File: config.mk
export PLATFORM = sky130hd
export DESIGN_NAME = serial_loaded_modulator
export DESIGN_NICKNAME = d
export VERILOG_FILES = /design/src/rtl/serial_loaded_modulator_pkg.sv /design/src/rtl/load_link_if.sv /design/src/rtl/serial_capture.sv /design/src/rtl/serial_loaded_modulator.sv
export VERILOG_INCLUDE_DIRS = /design/src /design/src/rtl
export SDC_FILE = /design/constraint.sdc
export NUM_CORES = 1
export LEC_CHECK = 0
export BUFFER_PORTS_ARGS = -buffer_cell sky130_fd_sc_hd__buf_4
export CAP_MARGIN = 15
export CORE_MARGIN = 2
export CORE_UTILIZATION = 39
export DETAILED_ROUTE_END_ITERATION = 16
export HOLD_SLACK_MARGIN = 0.02
export MAX_ROUTING_LAYER = met4
export PLACE_DENSITY_LB_ADDON = 0.08
export SLEW_MARGIN = 5
export SYNTH_ARGS = -nofsm -noshare
export SYNTH_HDL_FRONTEND = slang
export SYNTH_HIERARCHICAL = 1
export SYNTH_SLANG_ARGS = --single-unit
File: constraint.sdc
create_clock -name CORE_CLK_I -period 2.15 [get_ports CORE_CLK_I]
set_input_delay 0.645 -clock CORE_CLK_I [delete_from_list [all_inputs] [get_ports CORE_CLK_I]]
set_output_delay 0.645 -clock CORE_CLK_I [all_outputs]
set_load 0.05 [all_outputs]
File: src/rtl/pwm_regs.svh
// Field positions, frame lengths and reset values of the serial modulator
`ifndef PWM_REGS_SVH
`define PWM_REGS_SVH

// --------------------------------------------------------------------------
// Control byte fields
// --------------------------------------------------------------------------
`define CTRL_RATE_HALVE_BIT 0
`define CTRL_POWER_DOWN_BIT 1
`define CTRL_WIDTH 2

// --------------------------------------------------------------------------
// Serial frame layout, last byte shifted sits lowest
// --------------------------------------------------------------------------
`define FRAME_WIDTH 24
`define BYTE_WIDTH 8
`define HIGH_TIME_LSB 0
`define PERIOD_LSB 8
`define CTRL_LSB 16

// --------------------------------------------------------------------------
// Bit counts of legal loads and the saturating overflow mark
// --------------------------------------------------------------------------
`define BITS_WIDTH 5
`define BITS_ONE_BYTE 5'h08
`define BITS_TWO_BYTE 5'h10
`define BITS_FULL 5'h18
`define BITS_OVER 5'h19

// --------------------------------------------------------------------------
// Reset values
// --------------------------------------------------------------------------
`define CTRL_RESET 2'h0
`define BYTE_RESET 8'h00
`define BITS_RESET 5'h00
`define SYNC_RESET 3'h2 // Idle pins: clock low, select high, data low
`define SRC_SYNC_RESET 2'h0

`endif

File: src/rtl/serial_loaded_modulator_pkg.sv
// Types shared by the serial capture and the modulator core
package serial_loaded_modulator_pkg;

   // Length class of a completed select frame
   typedef enum logic [1:0] {
      LEN_BAD,
      LEN_ONE,
      LEN_TWO,
      LEN_FULL
   } load_len_type;

   // Operating state of the modulator
   typedef enum logic [1:0] {
      ST_OFF,
      ST_SLEEP,
      ST_FORCED,
      ST_RUN
   } run_state_type;

endpackage : serial_loaded_modulator_pkg

File: src/rtl/load_link_if.sv
// Frame hand-over from the serial capture to the modulator core
`include "pwm_regs.svh"

interface load_link_if;
   logic load_stb;
   serial_loaded_modulator_pkg::load_len_type load_len;
   logic [`FRAME_WIDTH-1:0] load_data;

   modport source (output load_stb, output load_len, output load_data);
   modport sink (input load_stb, input load_len, input load_data);
endinterface : load_link_if

File: src/rtl/serial_capture.sv
// Serial port capture: pin synchronisers, shift register and frame latch
`include "pwm_regs.svh"

module serial_capture (
   input wire logic clk_i,
   input wire logic srst_i,
   input wire logic sck_i,
   input wire logic sel_n_i,
   input wire logic data_i,
   load_link_if.source link
);

   // -----------------------------------------------------------------------
   // Pin synchronisers: bit 2 clock, bit 1 select, bit 0 data
   // -----------------------------------------------------------------------
   logic [2:0] s1_r;
   logic [2:0] s2_r;
   logic [2:0] s3_r;
   logic [2:0] filt_r;
   logic [2:0] filt_nxt;
   wire [2:0] pins = {sck_i, sel_n_i, data_i};

   // A change counts only once the second and third stages agree
   assign filt_nxt = (s2_r & s3_r) | (filt_r & (s2_r | s3_r));

   // Every stage starts at the idle pin levels, else the first cycles
   // after reset would see a select edge that never happened
   always_ff @(posedge clk_i) begin
      if (srst_i) begin
         s1_r <= `SYNC_RESET;
         s2_r <= `SYNC_RESET;
         s3_r <= `SYNC_RESET;
         filt_r <= `SYNC_RESET;
      end else begin
         s1_r <= pins;
         s2_r <= s1_r;
         s3_r <= s2_r;
         filt_r <= filt_nxt;
      end
   end

   // -----------------------------------------------------------------------
   // Edge decode
   // -----------------------------------------------------------------------
   wire selected = ~filt_r[1];
   wire sck_rise = filt_nxt[2] & ~filt_r[2];
   wire sel_fall = ~filt_nxt[1] & filt_r[1];
   wire sel_rise = filt_nxt[1] & ~filt_r[1];
   wire shift_en = selected & sck_rise;

   // -----------------------------------------------------------------------
   // Shift register and bit counter
   // -----------------------------------------------------------------------
   logic [`FRAME_WIDTH-1:0] shift_r;
   logic [`BITS_WIDTH-1:0] bits_r;
   logic [`BITS_WIDTH-1:0] bits_inc;

   // Saturate so that long frames stay recognisably illegal
   assign bits_inc = (bits_r == `BITS_OVER) ? bits_r : bits_r + 5'h01;

   // MSB first: older bits move up, newest enters at bit 0
   always_ff @(posedge clk_i) begin
      if (srst_i) begin
         shift_r <= '0;
         bits_r <= `BITS_RESET;
      end else if (sel_fall) begin
         bits_r <= `BITS_RESET;
      end else if (shift_en) begin
         shift_r <= {shift_r[`FRAME_WIDTH-2:0], filt_r[0]};
         bits_r <= bits_inc;
      end
   end

   // -----------------------------------------------------------------------
   // Frame latch on deselect
   // -----------------------------------------------------------------------
   serial_loaded_modulator_pkg::load_len_type len_class;
   assign len_class = (bits_r == `BITS_ONE_BYTE) ?
                         serial_loaded_modulator_pkg::LEN_ONE :
                      (bits_r == `BITS_TWO_BYTE) ?
                         serial_loaded_modulator_pkg::LEN_TWO :
                      (bits_r == `BITS_FULL) ?
                         serial_loaded_modulator_pkg::LEN_FULL :
                         serial_loaded_modulator_pkg::LEN_BAD;

   logic stb_r;
   serial_loaded_modulator_pkg::load_len_type len_r;
   logic [`FRAME_WIDTH-1:0] data_r;

   // One-cycle strobe with the frame held until the next deselect
   always_ff @(posedge clk_i) begin
      if (srst_i) begin
         stb_r <= 1'b0;
         len_r <= serial_loaded_modulator_pkg::LEN_BAD;
         data_r <= '0;
      end else begin
         stb_r <= sel_rise;
         if (sel_rise) begin
            len_r <= len_class;
            data_r <= shift_r;
         end
      end
   end

   assign link.load_stb = stb_r;
   assign link.load_len = len_r;
   assign link.load_data = data_r;

endmodule : serial_capture

File: src/rtl/serial_loaded_modulator.sv
// Serially loaded clock-dividing pulse width modulator, top level
//
// Notes on behaviour
// A new load takes effect only when the present output period ends.
// After full setup, a one-byte load rewrites only the high time.
// A two-byte load carries period then high time; both are latched.
// Divider or power-down changes need a full three-byte load.
// Control byte bits 7 to 2 are ignored.
// Power-down bit set stops counting and the threshold sense.
// Only a full load with power-down clear wakes the device.
// Rate-halve bit set counts at half the input clock rate.
// Period is (period + 1) times (rate-halve + 1) input clocks.
// High for (high time + 1) times (rate-halve + 1) clocks, then low.
// Deselect after a load starts a high phase when not running.
// Later output changes follow falling input clock edges.
// Waveform repeats until reprogrammed or threshold sense trips.
// Master sends MSB first, framed by select low then high.
// Master sends whole bytes: control, period, high time, or a tail.
// Data is shifted in on each rising serial clock edge.
// Output stays low until a first full 24-bit load is latched.
// Threshold sense forces low until it clears and a load follows.
// Select falling selects; select rising latches the shifted bytes.
// Serial pins are synchronised before any value takes effect.
// Frames of other than 8, 16 or 24 bits change nothing.
`include "pwm_regs.svh"

module serial_loaded_modulator (
   input wire logic CORE_CLK_I,
   input wire logic SRST_I,
   input wire logic SCK_I,
   input wire logic SEL_N_I,
   input wire logic DATA_I,
   input wire logic PWM_CLK_I,
   input wire logic THRESHOLD_SENSE_I,
   output logic PWM_O,
   output logic POWER_DOWN_O
);

   // -----------------------------------------------------------------------
   // Serial capture
   // -----------------------------------------------------------------------
   load_link_if link ();

   // All serial pins cross into the core clock here
   serial_capture capture (
      .clk_i (CORE_CLK_I),
      .srst_i (SRST_I),
      .sck_i (SCK_I),
      .sel_n_i (SEL_N_I),
      .data_i (DATA_I),
      .link (link.source)
   );

   // -----------------------------------------------------------------------
   // Source clock and threshold synchronisers
   // -----------------------------------------------------------------------
   logic [1:0] p1_r;
   logic [1:0] p2_r;
   logic [1:0] p3_r;
   logic [1:0] pf_r;
   logic [1:0] pf_nxt;
   wire [1:0] pins = {PWM_CLK_I, THRESHOLD_SENSE_I};

   // Filtered level moves only when stages two and three agree
   assign pf_nxt = (p2_r & p3_r) | (pf_r & (p2_r | p3_r));

   always_ff @(posedge CORE_CLK_I) begin
      if (SRST_I) begin
         p1_r <= `SRC_SYNC_RESET;
         p2_r <= `SRC_SYNC_RESET;
         p3_r <= `SRC_SYNC_RESET;
         pf_r <= `SRC_SYNC_RESET;
      end else begin
         p1_r <= pins;
         p2_r <= p1_r;
         p3_r <= p2_r;
         pf_r <= pf_nxt;
      end
   end

   wire src_fall = pf_r[1] & ~pf_nxt[1];
   wire thresh = pf_r[0];

   // -----------------------------------------------------------------------
   // Latched data registers and frame decode
   // -----------------------------------------------------------------------
   logic [`CTRL_WIDTH-1:0] pwm_control_r;
   logic [`BYTE_WIDTH-1:0] period_count_r;
   logic [`BYTE_WIDTH-1:0] high_time_count_r;
   logic [`CTRL_WIDTH-1:0] pwm_control_nxt;
   logic [`BYTE_WIDTH-1:0] period_count_nxt;
   logic [`BYTE_WIDTH-1:0] high_time_count_nxt;
   serial_loaded_modulator_pkg::run_state_type state_r;
   serial_loaded_modulator_pkg::run_state_type state_nxt;

   wire [`FRAME_WIDTH-1:0] fd = link.load_data;
   wire is_full = link.load_len == serial_loaded_modulator_pkg::LEN_FULL;
   wire is_two = link.load_len == serial_loaded_modulator_pkg::LEN_TWO;
   wire is_one = link.load_len == serial_loaded_modulator_pkg::LEN_ONE;
   // Short loads count only once set up and awake
   wire short_ok = (state_r != serial_loaded_modulator_pkg::ST_OFF) &&
                   (state_r != serial_loaded_modulator_pkg::ST_SLEEP);
   wire accept = link.load_stb &&
                 (is_full || (short_ok && (is_one || is_two)));

   // Control keeps only its two low bits; upper six are dropped
   wire [`CTRL_WIDTH-1:0] frame_ctrl =
      fd[`CTRL_LSB +: `CTRL_WIDTH];
   wire [`BYTE_WIDTH-1:0] frame_period = fd[`PERIOD_LSB +: `BYTE_WIDTH];
   wire [`BYTE_WIDTH-1:0] frame_high = fd[`HIGH_TIME_LSB +: `BYTE_WIDTH];

   // Length selects which registers a load touches
   assign pwm_control_nxt = (accept && is_full) ?
                            frame_ctrl : pwm_control_r;
   assign period_count_nxt = (accept && (is_full || is_two)) ?
                             frame_period : period_count_r;
   assign high_time_count_nxt = accept ?
                                frame_high : high_time_count_r;

   always_ff @(posedge CORE_CLK_I) begin
      if (SRST_I) begin
         pwm_control_r <= `CTRL_RESET;
         period_count_r <= `BYTE_RESET;
         high_time_count_r <= `BYTE_RESET;
      end else begin
         pwm_control_r <= pwm_control_nxt;
         period_count_r <= period_count_nxt;
         high_time_count_r <= high_time_count_nxt;
      end
   end

   // -----------------------------------------------------------------------
   // Operating state
   // -----------------------------------------------------------------------
   wire new_pd = pwm_control_nxt[`CTRL_POWER_DOWN_BIT];
   wire running = state_r == serial_loaded_modulator_pkg::ST_RUN;
   logic start;

   // Power-down and threshold act at once; settings wait for period end
   always_comb begin
      state_nxt = state_r;
      start = 1'b0;
      unique case (state_r)
         serial_loaded_modulator_pkg::ST_OFF,
         serial_loaded_modulator_pkg::ST_SLEEP,
         serial_loaded_modulator_pkg::ST_FORCED: begin
            if (accept && is_full && new_pd) begin
               state_nxt = serial_loaded_modulator_pkg::ST_SLEEP;
            end else if (accept && !thresh) begin
               state_nxt = serial_loaded_modulator_pkg::ST_RUN;
               start = 1'b1;
            end else if (accept) begin
               state_nxt = serial_loaded_modulator_pkg::ST_FORCED;
            end
         end
         serial_loaded_modulator_pkg::ST_RUN: begin
            if (accept && is_full && new_pd) begin
               state_nxt = serial_loaded_modulator_pkg::ST_SLEEP;
            end else if (thresh) begin
               state_nxt = serial_loaded_modulator_pkg::ST_FORCED;
            end
         end
      endcase
   end

   always_ff @(posedge CORE_CLK_I) begin
      if (SRST_I) begin
         state_r <= serial_loaded_modulator_pkg::ST_OFF;
      end else begin
         state_r <= state_nxt;
      end
   end

   // -----------------------------------------------------------------------
   // Active settings and waveform counter
   // -----------------------------------------------------------------------
   logic act_halve_r;
   logic [`BYTE_WIDTH-1:0] act_period_r;
   logic [`BYTE_WIDTH-1:0] act_high_r;
   logic pend_r;
   logic pre_r;
   logic [`BYTE_WIDTH-1:0] cnt_r;
   logic out_r;

   // Halved rate lets every second falling edge through
   wire tick = running && src_fall &&
               (!act_halve_r || pre_r);
   wire at_end = tick && (cnt_r == act_period_r);
   wire at_high_end = tick && (cnt_r == act_high_r);
   // Loads landing on the end cycle are folded in, not lost
   wire take = start || (at_end && (pend_r || accept));

   always_ff @(posedge CORE_CLK_I) begin
      if (SRST_I) begin
         act_halve_r <= 1'b0;
         act_period_r <= `BYTE_RESET;
         act_high_r <= `BYTE_RESET;
      end else if (take) begin
         act_halve_r <= pwm_control_nxt[`CTRL_RATE_HALVE_BIT];
         act_period_r <= period_count_nxt;
         act_high_r <= high_time_count_nxt;
      end
   end

   // Pending update waits for the end of the present period
   always_ff @(posedge CORE_CLK_I) begin
      if (SRST_I || take) begin
         pend_r <= 1'b0;
      end else if (accept && running) begin
         pend_r <= 1'b1;
      end
   end

   // Period start clears the prescaler and counter
   always_ff @(posedge CORE_CLK_I) begin
      if (SRST_I || start || at_end) begin
         pre_r <= 1'b0;
         cnt_r <= `BYTE_RESET;
      end else if (running && src_fall) begin
         pre_r <= ~pre_r;
         if (tick) begin
            cnt_r <= cnt_r + 8'h01;
         end
      end
   end

   // Output rises at start and period end, falls after the high time
   always_ff @(posedge CORE_CLK_I) begin
      if (SRST_I || (state_nxt != serial_loaded_modulator_pkg::ST_RUN)) begin
         out_r <= 1'b0;
      end else if (start || at_end) begin
         out_r <= 1'b1;
      end else if (at_high_end) begin
         out_r <= 1'b0;
      end
   end

   assign PWM_O = out_r;
   assign POWER_DOWN_O = state_r == serial_loaded_modulator_pkg::ST_SLEEP;

endmodule : serial_loaded_modulator

==> metrics.txt <==
# TYPE chip_impl_metric gauge
chip_impl_metric{name="grt_start_max_net_pins",unit=""} 51
chip_impl_metric{name="worstPathArrival",unit="ns"} 2.28
chip_impl_metric{name="pwr-share-clk",unit="%"} 43.6
chip_impl_metric{name="power.switching",unit="W"} 0.000754
chip_impl_metric{name="cts_max_level",unit=""} 3
chip_impl_metric{name="power.sequential.fraction",unit="%"} 54.9
chip_impl_metric{name="power_leakage",unit="nW"} 1.93
chip_impl_info{name="criticalPathCategory",value="flop to flop"} 1
chip_impl_metric{name="final_core_utilization",unit="%"} 45.0
chip_impl_metric{name="synthesis.nets",unit=""} 490
chip_impl_metric{name="setup_total_negative_slack",unit="ns"} 0
chip_impl_metric{name="drt_pass1_iterations",unit=""} 4
chip_impl_metric{name="drt_drc_violations_left",unit=""} 0
chip_impl_metric{name="ios",unit=""} 9
chip_impl_metric{name="drt_iter0_markers",unit=""} 148
chip_impl_metric{name="vias",unit=""} 2980
chip_impl_metric{name="synthToLayoutAreaGrowth",unit="%"} 11.7
chip_impl_info{name="root_buffer_master",value="clkbuf_16"} 1
chip_impl_metric{name="postSynthCellCount",unit=""} 477
chip_impl_metric{name="final.setup_skew",unit="ns"} 0.00598
chip_impl_metric{name="p_int",unit="W"} 0.00302
chip_impl_metric{name="insertion_delay",unit="ns"} 0.35
chip_impl_metric{name="tightest_slew",unit="ns"} 0.534
chip_impl_metric{name="global_route_total_overflow",unit=""} 0
chip_impl_info{name="cts_tree",value="done"} 1
chip_impl_metric{name="design.core.area",unit="um^2"} 10900
chip_impl_metric{name="finalMaxSlewViolations",unit=""} 0
chip_impl_metric{name="dp_hpwl",unit="um"} 5220
chip_impl_metric{name="pre_cts_slack",unit="ns"} 0.0441
chip_impl_metric{name="worst_ep_required_time",unit="ns"} 2.38
chip_impl_metric{name="post_cts_hold_buffer_count",unit=""} 0
chip_impl_metric{name="rows",unit=""} 38
chip_impl_metric{name="fmax",unit="MHz"} 489
chip_impl_metric{name="viasPerCell",unit=""} 4.77
chip_impl_metric{name="vias_in_the_first_global_route",unit=""} 2803
chip_impl_metric{name="detail-route-antenna-nets",unit=""} 0
chip_impl_metric{name="clock_tree.buffer_depth",unit=""} 2
chip_impl_metric{name="syn_area_per_cell",unit="um^2"} 9.23
chip_impl_info{name="outcome",value="completed"} 1
chip_impl_metric{name="ratio_of_final_minimum_period_to_clock_period",unit="%"} 95.2
chip_impl_metric{name="power.switching_fraction",unit="%"} 20.0
chip_impl_metric{name="combPwrFrac",unit="%"} 1.5
chip_impl_metric{name="final_critical_path_setup_slack",unit="ns"} 0.103
chip_impl_info{name="crit_path_start_kind",value="flop"} 1
chip_impl_metric{name="insertedDiodeCount",unit=""} 0
chip_impl_metric{name="routabilityCongestion",unit=""} 0.723
chip_impl_metric{name="gr-usage-all-layers",unit="%"} 15.2
chip_impl_metric{name="final_layout_size_suffix_gt1_share",unit="%"} 13.8
chip_impl_metric{name="timing.max_slew.rel_slack",unit="%"} 64.4
chip_impl_metric{name="global_route_wire_length_before_repair",unit="um"} 13700
chip_impl_metric{name="detailed_place.area",unit="um^2"} 4610
chip_impl_metric{name="worst-path-max-fanout",unit=""} 17
chip_impl_metric{name="cts_buf_count",unit=""} 9
chip_impl_metric{name="final_period_minus_worst_setup_slack",unit="ns"} 2.05
chip_impl_metric{name="final_design_area_no_fill",unit="um^2"} 4920
chip_impl_metric{name="clock_pin_slew_reported_for_the_worst_setup_and_hold_paths_after_clock_tree_synthesis",unit="ns"} 0.06
chip_impl_info{name="critical_path.endpoint_type",value="flop"} 1
chip_impl_metric{name="fp.dieW",unit="um"} 110
chip_impl_metric{name="start_util",unit="%"} 40.3
chip_impl_metric{name="number_of_maximum_capacitance_constraint_violations",unit=""} 0
chip_impl_metric{name="vdd_drop_max",unit="mV"} 0.554
chip_impl_metric{name="setup_viol_count_final",unit=""} 0
chip_impl_metric{name="grt_antenna_before_repair",unit=""} 0
chip_impl_metric{name="drt-total-wl",unit="um"} 7980
chip_impl_metric{name="numnets_final",unit=""} 493
chip_impl_metric{name="synth-warning-count",unit=""} 6
chip_impl_metric{name="detail_route.wl_per_cell",unit="um"} 12.8
chip_impl_metric{name="number_of_sinks_handled_by_clock_tree_synthesis",unit=""} 111
chip_impl_metric{name="die_area",unit="um^2"} 12200
chip_impl_metric{name="die_h",unit="um"} 110
chip_impl_metric{name="netlist_area",unit="um^2"} 4400
chip_impl_info{name="min-delay-path-class",value="flop to flop"} 1
chip_impl_metric{name="io_buffers",unit=""} 8
chip_impl_metric{name="finalHoldViolations",unit=""} 0
chip_impl_metric{name="power_per_cell_area",unit="nW/um^2"} 768
[path summary, 6_finish.rpt]
check | slack (ns) | cells past startpoint | from | to
hold reg to reg | 0.41 | 1 | capture/s1_r[1] | capture/s2_r[1]
hold / removal | 0.41 | 1 | capture/s1_r[1] | capture/s2_r[1]
setup reg to reg | 0.10 | 8 | capture/link.load_len[0] | act_high_r[6]
setup / recovery | 0.10 | 8 | capture/link.load_len[0] | act_high_r[6]
[power groups by stage]
stage | Combinational, W | Sequential (W) | Clock, W
final | 0.0000560 | 0.00207 | 0.00165
after global routing | 0.0000631 | 0.00207 | 0.00179
after CTS | 0.0000576 | 0.00207 | 0.00171
after detailed placement | 0.0000575 | 0.00212 | 0
after global placement | 0.0000567 | 0.00212 | 0
after floorplan | 0.0000378 | 0.00212 | 0
[worst max-delay path, cell delays in order, from the launching register on]
cell and delay, ns:
dfxtp_2 0.34, inv_1 0.04, ha_1 0.31, nor2b_2 0.14, o21a_2 0.21, nand3_2 0.09
a211o_1 0.34, buf_12 0.17, mux2_4 0.29
[stage by stage]
step           hold WS (ns)  total power [W]  std cells
6_report              0.408          0.00377        625
2_1_floorplan         0.389          0.00216        477
5_1_grt               0.426          0.00392        625
4_1_cts               0.413          0.00384        624
3_5_place_dp          0.397          0.00218        608
3_3_place_gp          0.400          0.00218        608
[state kept, by name, summed over array words and instances, names as in the netlist, 2 cells and up]
register,cells
capture/bits_r,5
period_count_r,8
capture/filt_r,3
act_high_r,8
capture/s1_r,3
capture/s2_r,3
capture/s3_r,3
p3_r,2
p2_r,2
p1_r,2
cnt_r,8
capture/shift_r,18
state_r,2
high_time_count_r,8
capture/link.load_len,2
pf_r,2
act_period_r,8
capture/link.load_data,18
[area by class of cell]
class | instances | area [um^2]
fill | 1076 | 6020
multi-input combinational | 330 | 2010
clock buffer | 13 | 250
sequential | 111 | 2220
tap | 140 | 175
timing repair buffer | 23 | 198
clock inverter | 3 | 42.5
inverter | 5 | 18.8
[repair_timing]
action / 4_1_cts / 5_1_grt
setup endpoints to repair: 0 / 17
endpoints found under the hold margin: 0 / 0
gates resized for setup: 0 / 4
setup buffers: 0 / 1
[routing by layer]
metal | global-route usage, % | wire length (um)
met5 | - | 0
met4 | 5.18 | 125
met1 | 19.4 | 4150
met2 | 22.5 | 3470
met3 | 5.11 | 232
[placed cells by master (no fill, tap or decap), types with 3 or more instances in the layout]
cell type,instances
or4_1,3
inv_1,5
nand4_1,4
dfxtp_1,110
xnor2_1,4
or2_2,3
clkbuf_1,3
nor2b_1,31
nand2_1,101
o21ai_0,8
a21oi_1,62
mux2_4,10
xor2_1,20
ha_1,6
buf_4,21
clkbuf_16,9
nand3_1,8
nor2_1,21
and3_1,3
mux2i_1,9
mux2_2,7
(Power assumes the default switching activity.)
